<file path="config.mk">
export PLATFORM = sky130hd
export DESIGN_NAME = sac_adc_timing
export DESIGN_NICKNAME = d
export VERILOG_FILES = /design/src/rtl/sac_pkg.sv /design/src/rtl/sac_adc_timing.sv /design/src/rtl/sac_sar.sv
export SDC_FILE = /design/constraint.sdc
export NUM_CORES = 1
export LEC_CHECK = 0
export ABC_AREA = 1
export ABC_CLOCK_PERIOD_IN_PS = 7150
export BUFFER_PORTS_ARGS = -buffer_cell sky130_fd_sc_hd__buf_2
export CAP_MARGIN = 20
export CORE_MARGIN = 4
export CORE_UTILIZATION = 30
export CTS_BUF_LIST = sky130_fd_sc_hd__clkbuf_4 sky130_fd_sc_hd__clkbuf_8 sky130_fd_sc_hd__clkbuf_16
export CTS_CLUSTER_SIZE = 40
export DETAILED_ROUTE_END_ITERATION = 12
export PLACE_DENSITY = 0.55
export SYNTH_ARGS = -nofsm -noshare
export SYNTH_HDL_FRONTEND = slang
export SYNTH_SLANG_ARGS = --single-unit
</file>
<file path="constraint.sdc">
create_clock -name clock_i -period 7.15 [get_ports clock_i]
set_clock_uncertainty 0.15 [all_clocks]
set_input_delay 0.3575 -clock clock_i [delete_from_list [all_inputs] [get_ports clock_i]]
set_output_delay 0.3575 -clock clock_i [all_outputs]
set_load 0.02 [all_outputs]
</file>
<file path="src/rtl/sac_pkg.sv">
// Shared constants and types for the subranging converter timing block.
// Assumes a 50 MHz system clock and numeric stand-ins for analog levels.
package sac_pkg;

	// Widths
	localparam int LEVEL_W = 12;
	localparam int CODE_W = 10;

	// Register byte offsets
	localparam logic [4:0] CTRL_OFF = 5'h00;
	localparam logic [4:0] STATUS_OFF = 5'h04;
	localparam logic [4:0] RESULT_OFF = 5'h08;
	localparam logic [4:0] IRQ_STATUS_OFF = 5'h0c;
	localparam logic [4:0] IRQ_MASK_OFF = 5'h10;

	// Field positions
	localparam int CTRL_ENABLE_BIT = 0;
	localparam int CTRL_SOFT_PD_BIT = 1;
	localparam int IRQ_READY_BIT = 0;
	localparam int IRQ_OVER_BIT = 1;

	// Reset values
	localparam logic [1:0] CTRL_RESET = 2'h1;
	localparam logic [1:0] IRQ_MASK_RESET = 2'h0;

	// Timing
	localparam int CLK_NS = 20;
	localparam int APERTURE_NS = 35;
	localparam logic [3:0] APERTURE_CYC =
		4'((APERTURE_NS + CLK_NS - 1) / CLK_NS);
	localparam logic [3:0] FINE_TOP_BIT = 4'h5;

	// Top transition index used for the overrange comparator
	localparam logic [10:0] OVER_INDEX = 11'h400;

	typedef logic [LEVEL_W-1:0] sac_level_t;

	typedef struct packed {
		logic overrange_flag;
		logic [CODE_W-1:0] code;
	} sac_result_t;

	typedef enum logic [1:0] {
		SAC_TRACK = 2'b00,
		SAC_APERTURE = 2'b01,
		SAC_CONVERT = 2'b10,
		SAC_BALANCED = 2'b11
	} sac_state_t;

	// True when offset x is at or above the transition into code c:
	// x >= span * (c - 0.5) / 1024, scaled by 2048 to stay integer.
	function automatic logic sac_thresh_met(input sac_level_t x,
		input sac_level_t span, input logic [10:0] c);
		logic [23:0] lhs;
		logic [23:0] rhs;
		lhs = 24'(x) << 11;
		rhs = 24'(span) * 24'({c, 1'b0} - 12'h001);
		return lhs >= rhs;
	endfunction

endpackage

</file>
<file path="src/rtl/sac_adc_timing.sv">
// Conversion timing, channel select, output registers and register file.
// Assumes host pins are synchronous to clock_i and Avalon-MM software.
// Summary of operation
// Track selected input while clock low; rising edge ends sampling.
// Sample freezes a fixed aperture lag after the clock rising edge.
// Coarse result picks sub-range; fine stage uses it while clock high.
// Host discards one result when ladder levels move over one LSB.
// Host may shorten a discarded sample's low time, never under 150 ns.
// Overflow flags inputs from half LSB below top; data bits untouched.
// Code is straight binary, 1024 times input offset over span.
// First transition half LSB up, last 1.5 LSB below top reference.
// Encoded result passes two cascaded flip-flops before the outputs.
// Continuous or on-demand clocking; idle converter stays ready.
// Each conversion completes within two clock periods of sampling.
// Write strobe low lets address pins select; high keeps selection.
// Power down holds data outputs and opens the lower reference.
// Selection latched as the strobe rises, held until next write.
//
// Implementation choices: the Avalon-MM interface to the registers and the placing of the registers.
module sac_adc_timing (
	// Clock and reset
	input wire logic clock_i,
	input wire logic arst_n_i,
	// Converter pins from the host
	input wire logic conv_clk_i,
	input wire logic wr_n_i,
	input wire logic channel_sel_hi_i,
	input wire logic channel_sel_lo_i,
	input wire logic power_down_in_i,
	// Analog levels as numbers
	input wire sac_pkg::sac_level_t [3:0] ain_i,
	input wire sac_pkg::sac_level_t vref_hi_i,
	input wire sac_pkg::sac_level_t vref_lo_i,
	// Converter outputs
	output sac_pkg::sac_result_t result_o,
	output logic ladder_lo_connect_o,
	output logic irq_o,
	// Avalon-MM slave
	input wire logic [4:0] avs_address_i,
	input wire logic avs_read_i,
	input wire logic avs_write_i,
	input wire logic [31:0] avs_writedata_i,
	input wire logic [3:0] avs_byteenable_i,
	output logic [31:0] avs_readdata_o,
	output logic avs_waitrequest_o
);
	sac_pkg::sac_state_t state;
	logic conv_prev;
	logic conv_rise;
	logic [1:0] channel;
	logic [3:0] ap_cnt;
	sac_pkg::sac_level_t held;
	sac_pkg::sac_level_t offset;
	sac_pkg::sac_level_t span;
	logic sar_start;
	logic sar_done;
	sac_pkg::sac_result_t sar_result;
	sac_pkg::sac_result_t stage1;
	logic stage1_valid;
	logic [1:0] ctrl;
	logic pd_active;
	logic [1:0] irq_status;
	logic [1:0] irq_mask;
	logic [1:0] irq_event;
	logic out_load;
	logic wr_take;
	logic [31:0] next_readdata;

	assign conv_rise = conv_clk_i && !conv_prev;
	assign pd_active = power_down_in_i || ctrl[sac_pkg::CTRL_SOFT_PD_BIT];
	assign offset = (held >= vref_lo_i) ? held - vref_lo_i : 12'h000;
	assign span = (vref_hi_i > vref_lo_i) ? vref_hi_i - vref_lo_i : 12'h000;
	assign out_load = conv_rise && stage1_valid && !pd_active;
	assign wr_take = avs_write_i && !avs_waitrequest_o &&
		avs_byteenable_i[0];

	// Host pin edge detection
	always_ff @(posedge clock_i or negedge arst_n_i) begin
		if (!arst_n_i)
			conv_prev <= 1'b0;
		else
			conv_prev <= conv_clk_i;
	end

	// Channel select follows the pins only while the strobe is low,
	// so the value present at the rising strobe edge stays latched
	always_ff @(posedge clock_i or negedge arst_n_i) begin
		if (!arst_n_i)
			channel <= 2'h0;
		else if (!wr_n_i)
			channel <= {channel_sel_hi_i, channel_sel_lo_i};
	end

	// Conversion sequencing
	always_ff @(posedge clock_i or negedge arst_n_i) begin
		if (!arst_n_i) begin
			state <= sac_pkg::SAC_TRACK;
			ap_cnt <= 4'h0;
			sar_start <= 1'b0;
		end else begin
			sar_start <= 1'b0;
			unique case (state)
				sac_pkg::SAC_TRACK: begin
					if (conv_rise && ctrl[sac_pkg::CTRL_ENABLE_BIT] &&
						!pd_active) begin
						state <= sac_pkg::SAC_APERTURE;
						ap_cnt <= sac_pkg::APERTURE_CYC - 4'h1;
					end
				end
				sac_pkg::SAC_APERTURE: begin
					if (ap_cnt == 4'h0) begin
						state <= sac_pkg::SAC_CONVERT;
						sar_start <= 1'b1;
					end else begin
						ap_cnt <= ap_cnt - 4'h1;
					end
				end
				sac_pkg::SAC_CONVERT: begin
					if (sar_done)
						state <= sac_pkg::SAC_BALANCED;
				end
				sac_pkg::SAC_BALANCED: begin
					// Parks here until the host drops its clock; no
					// timer runs, so pulses may be far apart
					if (!conv_clk_i)
						state <= sac_pkg::SAC_TRACK;
				end
			endcase
		end
	end

	// Sample tracks the selected input until the aperture lag runs out
	always_ff @(posedge clock_i or negedge arst_n_i) begin
		if (!arst_n_i)
			held <= 12'h000;
		else if (state == sac_pkg::SAC_TRACK ||
			state == sac_pkg::SAC_APERTURE)
			held <= ain_i[channel];
	end

	sac_sar u_sar (
		.clock_i(clock_i),
		.arst_n_i(arst_n_i),
		.start_i(sar_start),
		.offset_i(offset),
		.span_i(span),
		.done_o(sar_done),
		.result_o(sar_result),
		.coarse_o()
	);

	// First output flop takes the encoded result; second one drives the
	// pins at the next host clock rise, as a pipeline would
	always_ff @(posedge clock_i or negedge arst_n_i) begin
		if (!arst_n_i) begin
			stage1 <= '0;
			stage1_valid <= 1'b0;
		end else begin
			if (out_load)
				stage1_valid <= 1'b0;
			if (sar_done) begin
				stage1 <= sar_result;
				stage1_valid <= 1'b1;
			end
		end
	end

	// Data pins hold through power down
	always_ff @(posedge clock_i or negedge arst_n_i) begin
		if (!arst_n_i)
			result_o <= '0;
		else if (out_load)
			result_o <= stage1;
	end

	always_ff @(posedge clock_i or negedge arst_n_i) begin
		if (!arst_n_i)
			ladder_lo_connect_o <= 1'b0;
		else
			ladder_lo_connect_o <= !pd_active;
	end

	// Control register
	always_ff @(posedge clock_i or negedge arst_n_i) begin
		if (!arst_n_i)
			ctrl <= sac_pkg::CTRL_RESET;
		else if (wr_take && avs_address_i == sac_pkg::CTRL_OFF)
			ctrl <= avs_writedata_i[1:0];
	end

	// Interrupt status: hardware set wins over a write-one clear
	assign irq_event[sac_pkg::IRQ_READY_BIT] = out_load;
	assign irq_event[sac_pkg::IRQ_OVER_BIT] =
		out_load && stage1.overrange_flag;

	always_ff @(posedge clock_i or negedge arst_n_i) begin
		if (!arst_n_i)
			irq_status <= 2'h0;
		else begin
			for (int i = 0; i < 2; i++) begin
				if (irq_event[i])
					irq_status[i] <= 1'b1;
				else if (wr_take &&
					avs_address_i == sac_pkg::IRQ_STATUS_OFF &&
					avs_writedata_i[i])
					irq_status[i] <= 1'b0;
			end
		end
	end

	always_ff @(posedge clock_i or negedge arst_n_i) begin
		if (!arst_n_i)
			irq_mask <= sac_pkg::IRQ_MASK_RESET;
		else if (wr_take && avs_address_i == sac_pkg::IRQ_MASK_OFF)
			irq_mask <= avs_writedata_i[1:0];
	end

	// Registered, so the line trails its status bit by one cycle
	always_ff @(posedge clock_i or negedge arst_n_i) begin
		if (!arst_n_i)
			irq_o <= 1'b0;
		else
			irq_o <= |(irq_status & irq_mask);
	end

	// Read decode; unmapped offsets read zero
	always_comb begin
		next_readdata = 32'h0000_0000;
		unique case (avs_address_i)
			sac_pkg::CTRL_OFF:
				next_readdata[1:0] = ctrl;
			sac_pkg::STATUS_OFF:
				next_readdata[5:0] = {stage1_valid, ladder_lo_connect_o,
					channel, pd_active, state != sac_pkg::SAC_TRACK};
			sac_pkg::RESULT_OFF:
				next_readdata[10:0] = result_o;
			sac_pkg::IRQ_STATUS_OFF:
				next_readdata[1:0] = irq_status;
			sac_pkg::IRQ_MASK_OFF:
				next_readdata[1:0] = irq_mask;
			default:
				next_readdata = 32'h0000_0000;
		endcase
	end

	// One wait cycle per access keeps read data off a combinational path
	always_ff @(posedge clock_i or negedge arst_n_i) begin
		if (!arst_n_i) begin
			avs_waitrequest_o <= 1'b1;
			avs_readdata_o <= 32'h0000_0000;
		end else if (avs_waitrequest_o) begin
			if (avs_read_i || avs_write_i) begin
				avs_waitrequest_o <= 1'b0;
				avs_readdata_o <= next_readdata;
			end
		end else begin
			avs_waitrequest_o <= 1'b1;
		end
	end

	a_sample_tracks: assert property (@(posedge clock_i)
		disable iff (!arst_n_i)
		state == sac_pkg::SAC_TRACK |=> held == $past(ain_i[channel]))
		else $error("Sample did not follow selected input");

	a_aperture_lag: assert property (@(posedge clock_i)
		disable iff (!arst_n_i)
		state == sac_pkg::SAC_TRACK && conv_rise &&
		ctrl[sac_pkg::CTRL_ENABLE_BIT] && !pd_active
		|=> state == sac_pkg::SAC_APERTURE ##1
		state == sac_pkg::SAC_APERTURE ##1
		state == sac_pkg::SAC_CONVERT ##1 $stable(held))
		else $error("Sample not frozen after the aperture lag");

	a_overflow_apart: assert property (@(posedge clock_i)
		disable iff (!arst_n_i)
		sar_done |=> stage1.code == $past(sar_result.code) &&
		stage1.overrange_flag == sac_pkg::sac_thresh_met($past(offset),
		$past(span), sac_pkg::OVER_INDEX))
		else $error("Overflow flag wrong or disturbed data");

	a_two_flops: assert property (@(posedge clock_i)
		disable iff (!arst_n_i)
		out_load |=> result_o == $past(stage1) && !stage1_valid)
		else $error("Output did not take first flop contents");

	a_balanced_ready: assert property (@(posedge clock_i)
		disable iff (!arst_n_i)
		state == sac_pkg::SAC_BALANCED && !conv_clk_i
		|=> state == sac_pkg::SAC_TRACK)
		else $error("Converter not ready to sample");

	a_convert_bound: assert property (@(posedge clock_i)
		disable iff (!arst_n_i)
		$rose(state == sac_pkg::SAC_CONVERT)
		|-> ##[1:12] state == sac_pkg::SAC_BALANCED)
		else $error("Conversion overran its time");

	a_mux_hold: assert property (@(posedge clock_i)
		disable iff (!arst_n_i)
		wr_n_i |=> $stable(channel))
		else $error("Selection changed while strobe high");

	a_mux_follow: assert property (@(posedge clock_i)
		disable iff (!arst_n_i)
		!wr_n_i ##1 wr_n_i
		|-> channel == $past({channel_sel_hi_i, channel_sel_lo_i}))
		else $error("Selection not latched at strobe rise");

	a_pd_hold: assert property (@(posedge clock_i)
		disable iff (!arst_n_i)
		pd_active |=> $stable(result_o) && !ladder_lo_connect_o)
		else $error("Power down did not hold outputs");
endmodule

</file>
<file path="src/rtl/sac_sar.sv">
// Coarse then fine comparison engine, one comparison per clock.
// Assumes start_i pulses once with offset and span held steady.
module sac_sar (
	// Clock and reset
	input wire logic clock_i,
	input wire logic arst_n_i,
	// Request
	input wire logic start_i,
	input wire sac_pkg::sac_level_t offset_i,
	input wire sac_pkg::sac_level_t span_i,
	// Answer
	output logic done_o,
	output sac_pkg::sac_result_t result_o,
	output logic [3:0] coarse_o
);
	logic busy;
	logic [3:0] bit_idx;
	logic [9:0] code;
	logic [9:0] trial;
	sac_pkg::sac_level_t x;
	sac_pkg::sac_level_t span;

	assign trial = code | 10'(10'h001 << bit_idx);
	assign coarse_o = code[9:6];

	always_ff @(posedge clock_i or negedge arst_n_i) begin
		if (!arst_n_i) begin
			busy <= 1'b0;
			bit_idx <= 4'h0;
			code <= 10'h000;
			x <= 12'h000;
			span <= 12'h000;
			done_o <= 1'b0;
			result_o <= '0;
		end else begin
			done_o <= 1'b0;
			if (start_i) begin
				busy <= 1'b1;
				bit_idx <= 4'h9;
				code <= 10'h000;
				x <= offset_i;
				span <= span_i;
			end else if (busy) begin
				// Upper four trials pick the sub-range, lower six refine in it
				if (sac_pkg::sac_thresh_met(x, span, {1'b0, trial}))
					code <= trial;
				if (bit_idx == 4'h0) begin
					busy <= 1'b0;
					done_o <= 1'b1;
					result_o.code <= sac_pkg::sac_thresh_met(x, span,
						{1'b0, trial}) ? trial : code;
					result_o.overrange_flag <= sac_pkg::sac_thresh_met(x,
						span, sac_pkg::OVER_INDEX);
				end else begin
					bit_idx <= bit_idx - 4'h1;
				end
			end
		end
	end

	a_fine_range_held: assert property (@(posedge clock_i)
		disable iff (!arst_n_i)
		busy && !start_i && bit_idx <= sac_pkg::FINE_TOP_BIT
		|=> $stable(coarse_o))
		else $error("Sub-range moved during fine comparison");

	a_code_transitions: assert property (@(posedge clock_i)
		disable iff (!arst_n_i)
		done_o |-> (result_o.code == 10'h000 ||
			sac_pkg::sac_thresh_met(x, span, {1'b0, result_o.code})) &&
			(result_o.code == 10'h3ff || !sac_pkg::sac_thresh_met(x, span,
			11'(result_o.code) + 11'h001)))
		else $error("Code not bounded by its transitions");
endmodule
</file>
# After elaboration in Yosys (flattened, before gate mapping)
# Index checks and enable logic that the tools add are counted.
[word_totals] ff_bits=116 latchBits=0 ram_bits=0 mem_bits_ro=0 inputBits=122 mem_count=0
[classes] n_addsub=5 n_mul=2 div_mod_pow=0 magnitude_cmp=5 n_eq_ne=13 shift=1 muxes=37 n_bitwise=3 n_reduce_logical=35
[ops] operator="$mux W12" count=3
[ops] operator="$mux W10" count=3
[ops] operator="$bmux W12 S2" count=1
[ops] operator="$ge A23 B24 Y1" count=1
[ops] operator="$mul A12 B24 Y24" count=1
[ops] operator="$sub A12 B12 Y12" count=2
[ops] operator="$ge A23 B23 Y1" count=1
[ops] operator="$mul A12 B11 Y23 const B" count=1
[ops] operator="$mux W4" count=5
[ops] operator="$mux W1" count=16
[ops] operator="$pmux W4 S2" count=2
[ops] operator="$logic_and A1 B1 Y1" count=13
[ops] operator="$ge A12 B12 Y1" count=1
[ops] operator="$gt A12 B12 Y1" count=1
[ops] operator="$reduce_bool A2 Y1" count=6
[ops] operator="$sub A11 B1 Y12 const B" count=1
[ops] operator="$eq A5 B4 Y1 const B" count=2
[ops] operator="$ne A2 B2 Y1 const B" count=5
[ops] operator="$or A10 B10 Y10" count=1
[ops] operator="$pmux W2 S5" count=1
[ops] operator="$shl A1 B4 Y10 const A" count=1
[ops] operator="$logic_not A4 Y1" count=2
[ops] operator="$mux W2" count=4
[ops] operator="$pmux W2 S4" count=1
[ops] operator="other kinds (18)" count=26

# Longest topological paths before layout
[logic_depth] ltp_word=8 mapped_depth=52 depth_no_buf=52

# By module
# A second synthesis with hierarchy kept.
[unflattened] cells_unflattened=2023 hier_area_um2=15643.8
[modules_own_cells] mod="sac_sar" instances=1 cells_per_inst=1307 area_each_um2=10774.1 seq_area_each_um2=1276.2
[modules_own_cells] mod="sac_adc_timing" instances=1 cells_per_inst=716 area_each_um2=4869.7 seq_area_each_um2=1629.1

# Worst setup path before layout
# OpenSTA, ideal clock, no wires.
[synth_path] path_kind="reg2reg" start="register u_sar.bit_idx[0]" end="register u_sar.code[4]" setup_ns=0.121 t_arrival_ns=7.137 required_time_ns=6.879 slack_ns=-0.258 stages_incl_launch_ff=47 synth_period_minus_slack_ns=7.408 cell_sequence="dfrtp_1 inv_1 ha_1 inv_1 nor2_2 nor2_4 inv_2 nor2_2 inv_2 nor2_2 inv_2 nor2_4 inv_2 nor2_4 nand2_2 nor2_8 inv_4 nand2_8 [11 not listed] nor4_1 a21oi_1 o21ai_0 a21boi_0 xor2_1 ha_1 nand2_1 nor2_1 a211oi_1 nand2_1 nand2_1 nand2_1 nand2_1 nand2_1 nand2_1 nand2_1 nand2_1 nor2_1"
[synth_via] elab_chain_len=8
[synth_lines] item="start, declared" line_no="sac_sar.sv:17" source="logic [3:0] bit_idx;"
[synth_lines] item="start signal, assigned" line_no="sac_sar.sv:55" source="bit_idx <= bit_idx - 4'h1;"
[synth_lines] item="start signal, assigned" line_no="sac_sar.sv:63" source="busy && !start_i && bit_idx <= sac_pkg::FINE_TOP_BIT"
[synth_lines] item="$shl A1 B4 Y10 (*)" line_no="sac_sar.sv:23" source="assign trial = code | 10'(10'h001 << bit_idx);"
[synth_lines] item="$or A10 B10 Y10 (*)" line_no="sac_sar.sv:23"
[synth_lines] item="$sub A11 B1 Y12" line_no="sac_pkg.sv:57" source="rhs = 24'(span) * 24'({c, 1'b0} - 12'h001);"
[synth_lines] item="$mul A12 B24 Y24" line_no="sac_pkg.sv:57"
[synth_lines] item="$ge A23 B24 Y1" line_no="sac_pkg.sv:58" source="return lhs >= rhs;"
[synth_lines] item="$mux W10 (*)" line_no="sac_sar.sv:45" source="if (sac_pkg::sac_thresh_met(x, span, {1'b0, trial}))"
[synth_lines] item="$mux W10 (*)" line_no="sac_sar.sv:43" source="end else if (busy) begin"
[synth_lines] item="$mux W10 (*)" line_no="sac_sar.sv:37" source="if (start_i) begin"
[synth_lines] item="end signal, assigned" line_no="sac_sar.sv:46" source="code <= trial;"
[synth_lines] item="end, declared" line_no="sac_sar.sv:18" source="logic [9:0] code;"
# Mark *: on every way between the ends. The rest lies on a longest branch, timed or not. The select of a mux whose other input is x is not followed.
# A chain may end at the register's enable or synchronous reset.

# Final worst setup path
[layout_path] start="register u_sar.bit_idx[0]" end="register u_sar.code[7]"
# Same word-level chain as after synthesis.

==> flow_summary.ini <==
[sta]
min_period_ns = 7.51
max_freq_mhz = 133
worstMarginPinSlew_ns = 0.936
rsz0062_at_grt = yes
finalSetupViolCount = 14
setup_ws_ns = -0.357
slew_violations = 0
fin_crit_sh_pct = 105
slew_headroom_pct = 37.0
hold_viol = 0

[grt]
grt_usage_pct = 15.6
antenna_found_initial = 0
first_global_vias = 14000
overflow = 0
grt_max_degree = 67
grt_first_pass_wirelength_mm = 71.0

[status]
violations = setup timing
status = finished with violations

[die]
rows = 82
dieArea_um2 = 55100
start_util_pct = 30.6
dieWidth_um = 235
core_area_um2 = 50500
fp.dieH_um = 235
pin_count = 168

[synthesis]
synth_top_flop_cell = dfrtp_1
yosysWarnings = 0
synth_common_cells = inv_1 (405), nand2_1 (313), fa_1 (209)
synthAdderAreaFrac_pct = 39.9
synth_top_area_cell = fa_1
synth_compound_area_share_pct = 9.83
yosys.area_share.xor_xnor_pct = 3.07
synth_cell_types = 51
synthMuxAreaShare_pct = 0
synthCells = 1890
synthMostInstantiatedCell = inv_1
syn-cell-area_um2 = 15400
synth.avg_cell_area_um2 = 8.16
synth-async-reset-ratio_pct = 100
seq_area_frac_synth_pct = 18.8
synth_top_family_by_area = adder cells
synth-edff-count = 0
synth-simple-area-share_pct = 16.3
synth.area.top_cells = fa_1 (27%), dfrtp_1 (18%), ha_1 (13%)
synth_top_area_share_pct = 27.1
ys_ff_latch = 116

[clock_tree]
clkSinkCount = 116
cts_root_buf = clkbuf_16
cts_tree = built
htreeDepth = 4
clk_latency_ns = 0.43
cts_buffers = 17
clk_pin_slew_ns = 0.06
clockBufferDepth = 2

[placed_design]
portBuffers = 113
gp_congestion = 0.873
dpl_cell_area_um2 = 18100
hpwl_mm = 36.7

[cells_and_area]
final_util_pct = 38.4
syn_to_final_growth_pct = 25.7
fin_nets = 2701
diodes = 0
multi_input_area_um2 = 11200
ff_latch_area_um2 = 2910
drive_gt1_share_pct = 22.5
fin_area_um2 = 19400
fill_cells = 5181

[setup_path]
cp_num_buf_inv = 10
worstSetupEndpointType = register
worst-path-stages = 42
crit_slowest_cell = fa_1
worst-setup-path-type = register to register
cp-start-kind = register
cp_max_fo = 7
cp_top_family = adder cells
max_stage_delay_ns = 0.57
critPathArrivalTime_ns = 7.63
rr_worst_depth = 42
critical_path_required_ns = 7.27

[routing]
routed-via-count = 13200
wirelength_mm = 42.8
routedWlPerCell_um = 14.8
via_per_inst = 4.55
drt-pass1-iter-count = 5
drt_iter0_markers = 522
drc = 0
antenna_left = 0

[run]
cap_violations = 0

[worst_hold_path]
hold_path.class = input port to register
holdPathStages = 3
[tightest hold or removal path: cells and delay by family]
family	cells	cell delay (ns)
and+or+nand+nor	1	0.03
AOI/OAI and AO/OA	1	0.11
buffers and inverters	1	0.08
[state kept, by name (all words and copies together), names as in the netlist, 2 cells and up]
register	count
state	2
u_sar.bit_idx	4
channel	2
u_sar.span	12
ctrl	2
u_sar.code	10
irq_mask	2
u_sar.result_o	11
result_o	11
held	12
avs_readdata_o	11
stage1	11
u_sar.x	12
ap_cnt	4
irq_status	2
[per-stage QoR]
step                hold slack (ns)  setup slack (ns)  cells  TNS, ns
global route                 0.0464            -0.854   2897   -11.14
finish                       0.0420            -0.357   2897    -4.29
CTS                          0.0184            -0.304   2879    -3.79
detailed placement            0.320            -0.577   2829    -7.48
floorplan                   -0.0881            0.0103   1910        0
global placement              0.319            -0.410   2829    -4.99
[cells in the final DEF, fill, tap and decap left out, types with 17 or more instances in the layout]
cell type,instances
a21oi_1,68
a31oi_1,21
buf_2,113
buf_4,219
clkbuf_16,17
conb_1,21
dfrtp_1,108
fa_1,203
ha_1,143
inv_1,389
inv_2,19
nand2_1,294
nand3_1,37
nor2_1,189
o21ai_0,106
xnor2_1,27
xor2_1,27
[routing by layer]
layer  vias to the layer above  wire length, µm  GRT usage, %
li1                       6465                -             -
met1                      6373            19100          20.7
met2                       299            20900          26.8
met3                        56             1760          2.03
met4                         0             1060          4.26
met5                         -                0             0
[worst paths after layout]
| check | startpoint | end | slack [ns] |
|---|---|---|---|
| min in group asynchronous | arst_n_i | avs_readdata_o[1] | 0.43 |
| setup / recovery | u_sar.bit_idx[0] | u_sar.code[7] | -0.36 |
| setup reg to reg | u_sar.bit_idx[0] | u_sar.code[7] | -0.36 |
| hold reg to reg | avs_readdata_o[1] | avs_readdata_o[1] | 0.33 |
| max in group asynchronous | arst_n_i | u_sar.span[3] | 5.18 |
| hold / removal | channel_sel_hi_i | channel[1] | 0.04 |
[cell families (layout without fill, tap and decap cells)]
kind of cell             count (synthesis)  count (layout)
XOR/XNOR                                54              54
AND/OR/NAND/NOR                        609             609
adder cells (fa/ha/maj)                367             367
buffers and inverters                  473             788
AO/OA/AOI/OAI                          270             270
flip-flops                             116             116
other                                    1              21
[final cells by class]
class,count,area share (%)
clock buffers,18,2.23
clock inverters,14,0.548
inverters,417,8.17
multi-input cells,1321,57.9
flip-flops and latches,116,15.0
well taps,672,4.34
repair buffers,339,11.8
[what timing repair did]
| action | 4_1_cts | 5_1_grt |
|---|---|---|
| buffers inserted | 14 | 17 |
| setup endpoints to repair | 15 | 15 |
| hold buffers | 4 | 0 |
| pin swaps | 14 | 36 |
| hold endpoints to repair | 67 | 0 |
| gates resized for setup | 47 | 80 |
Power is not shown: default switching activity piles up to over one toggle a cycle in this logic, so the estimate is an artifact.
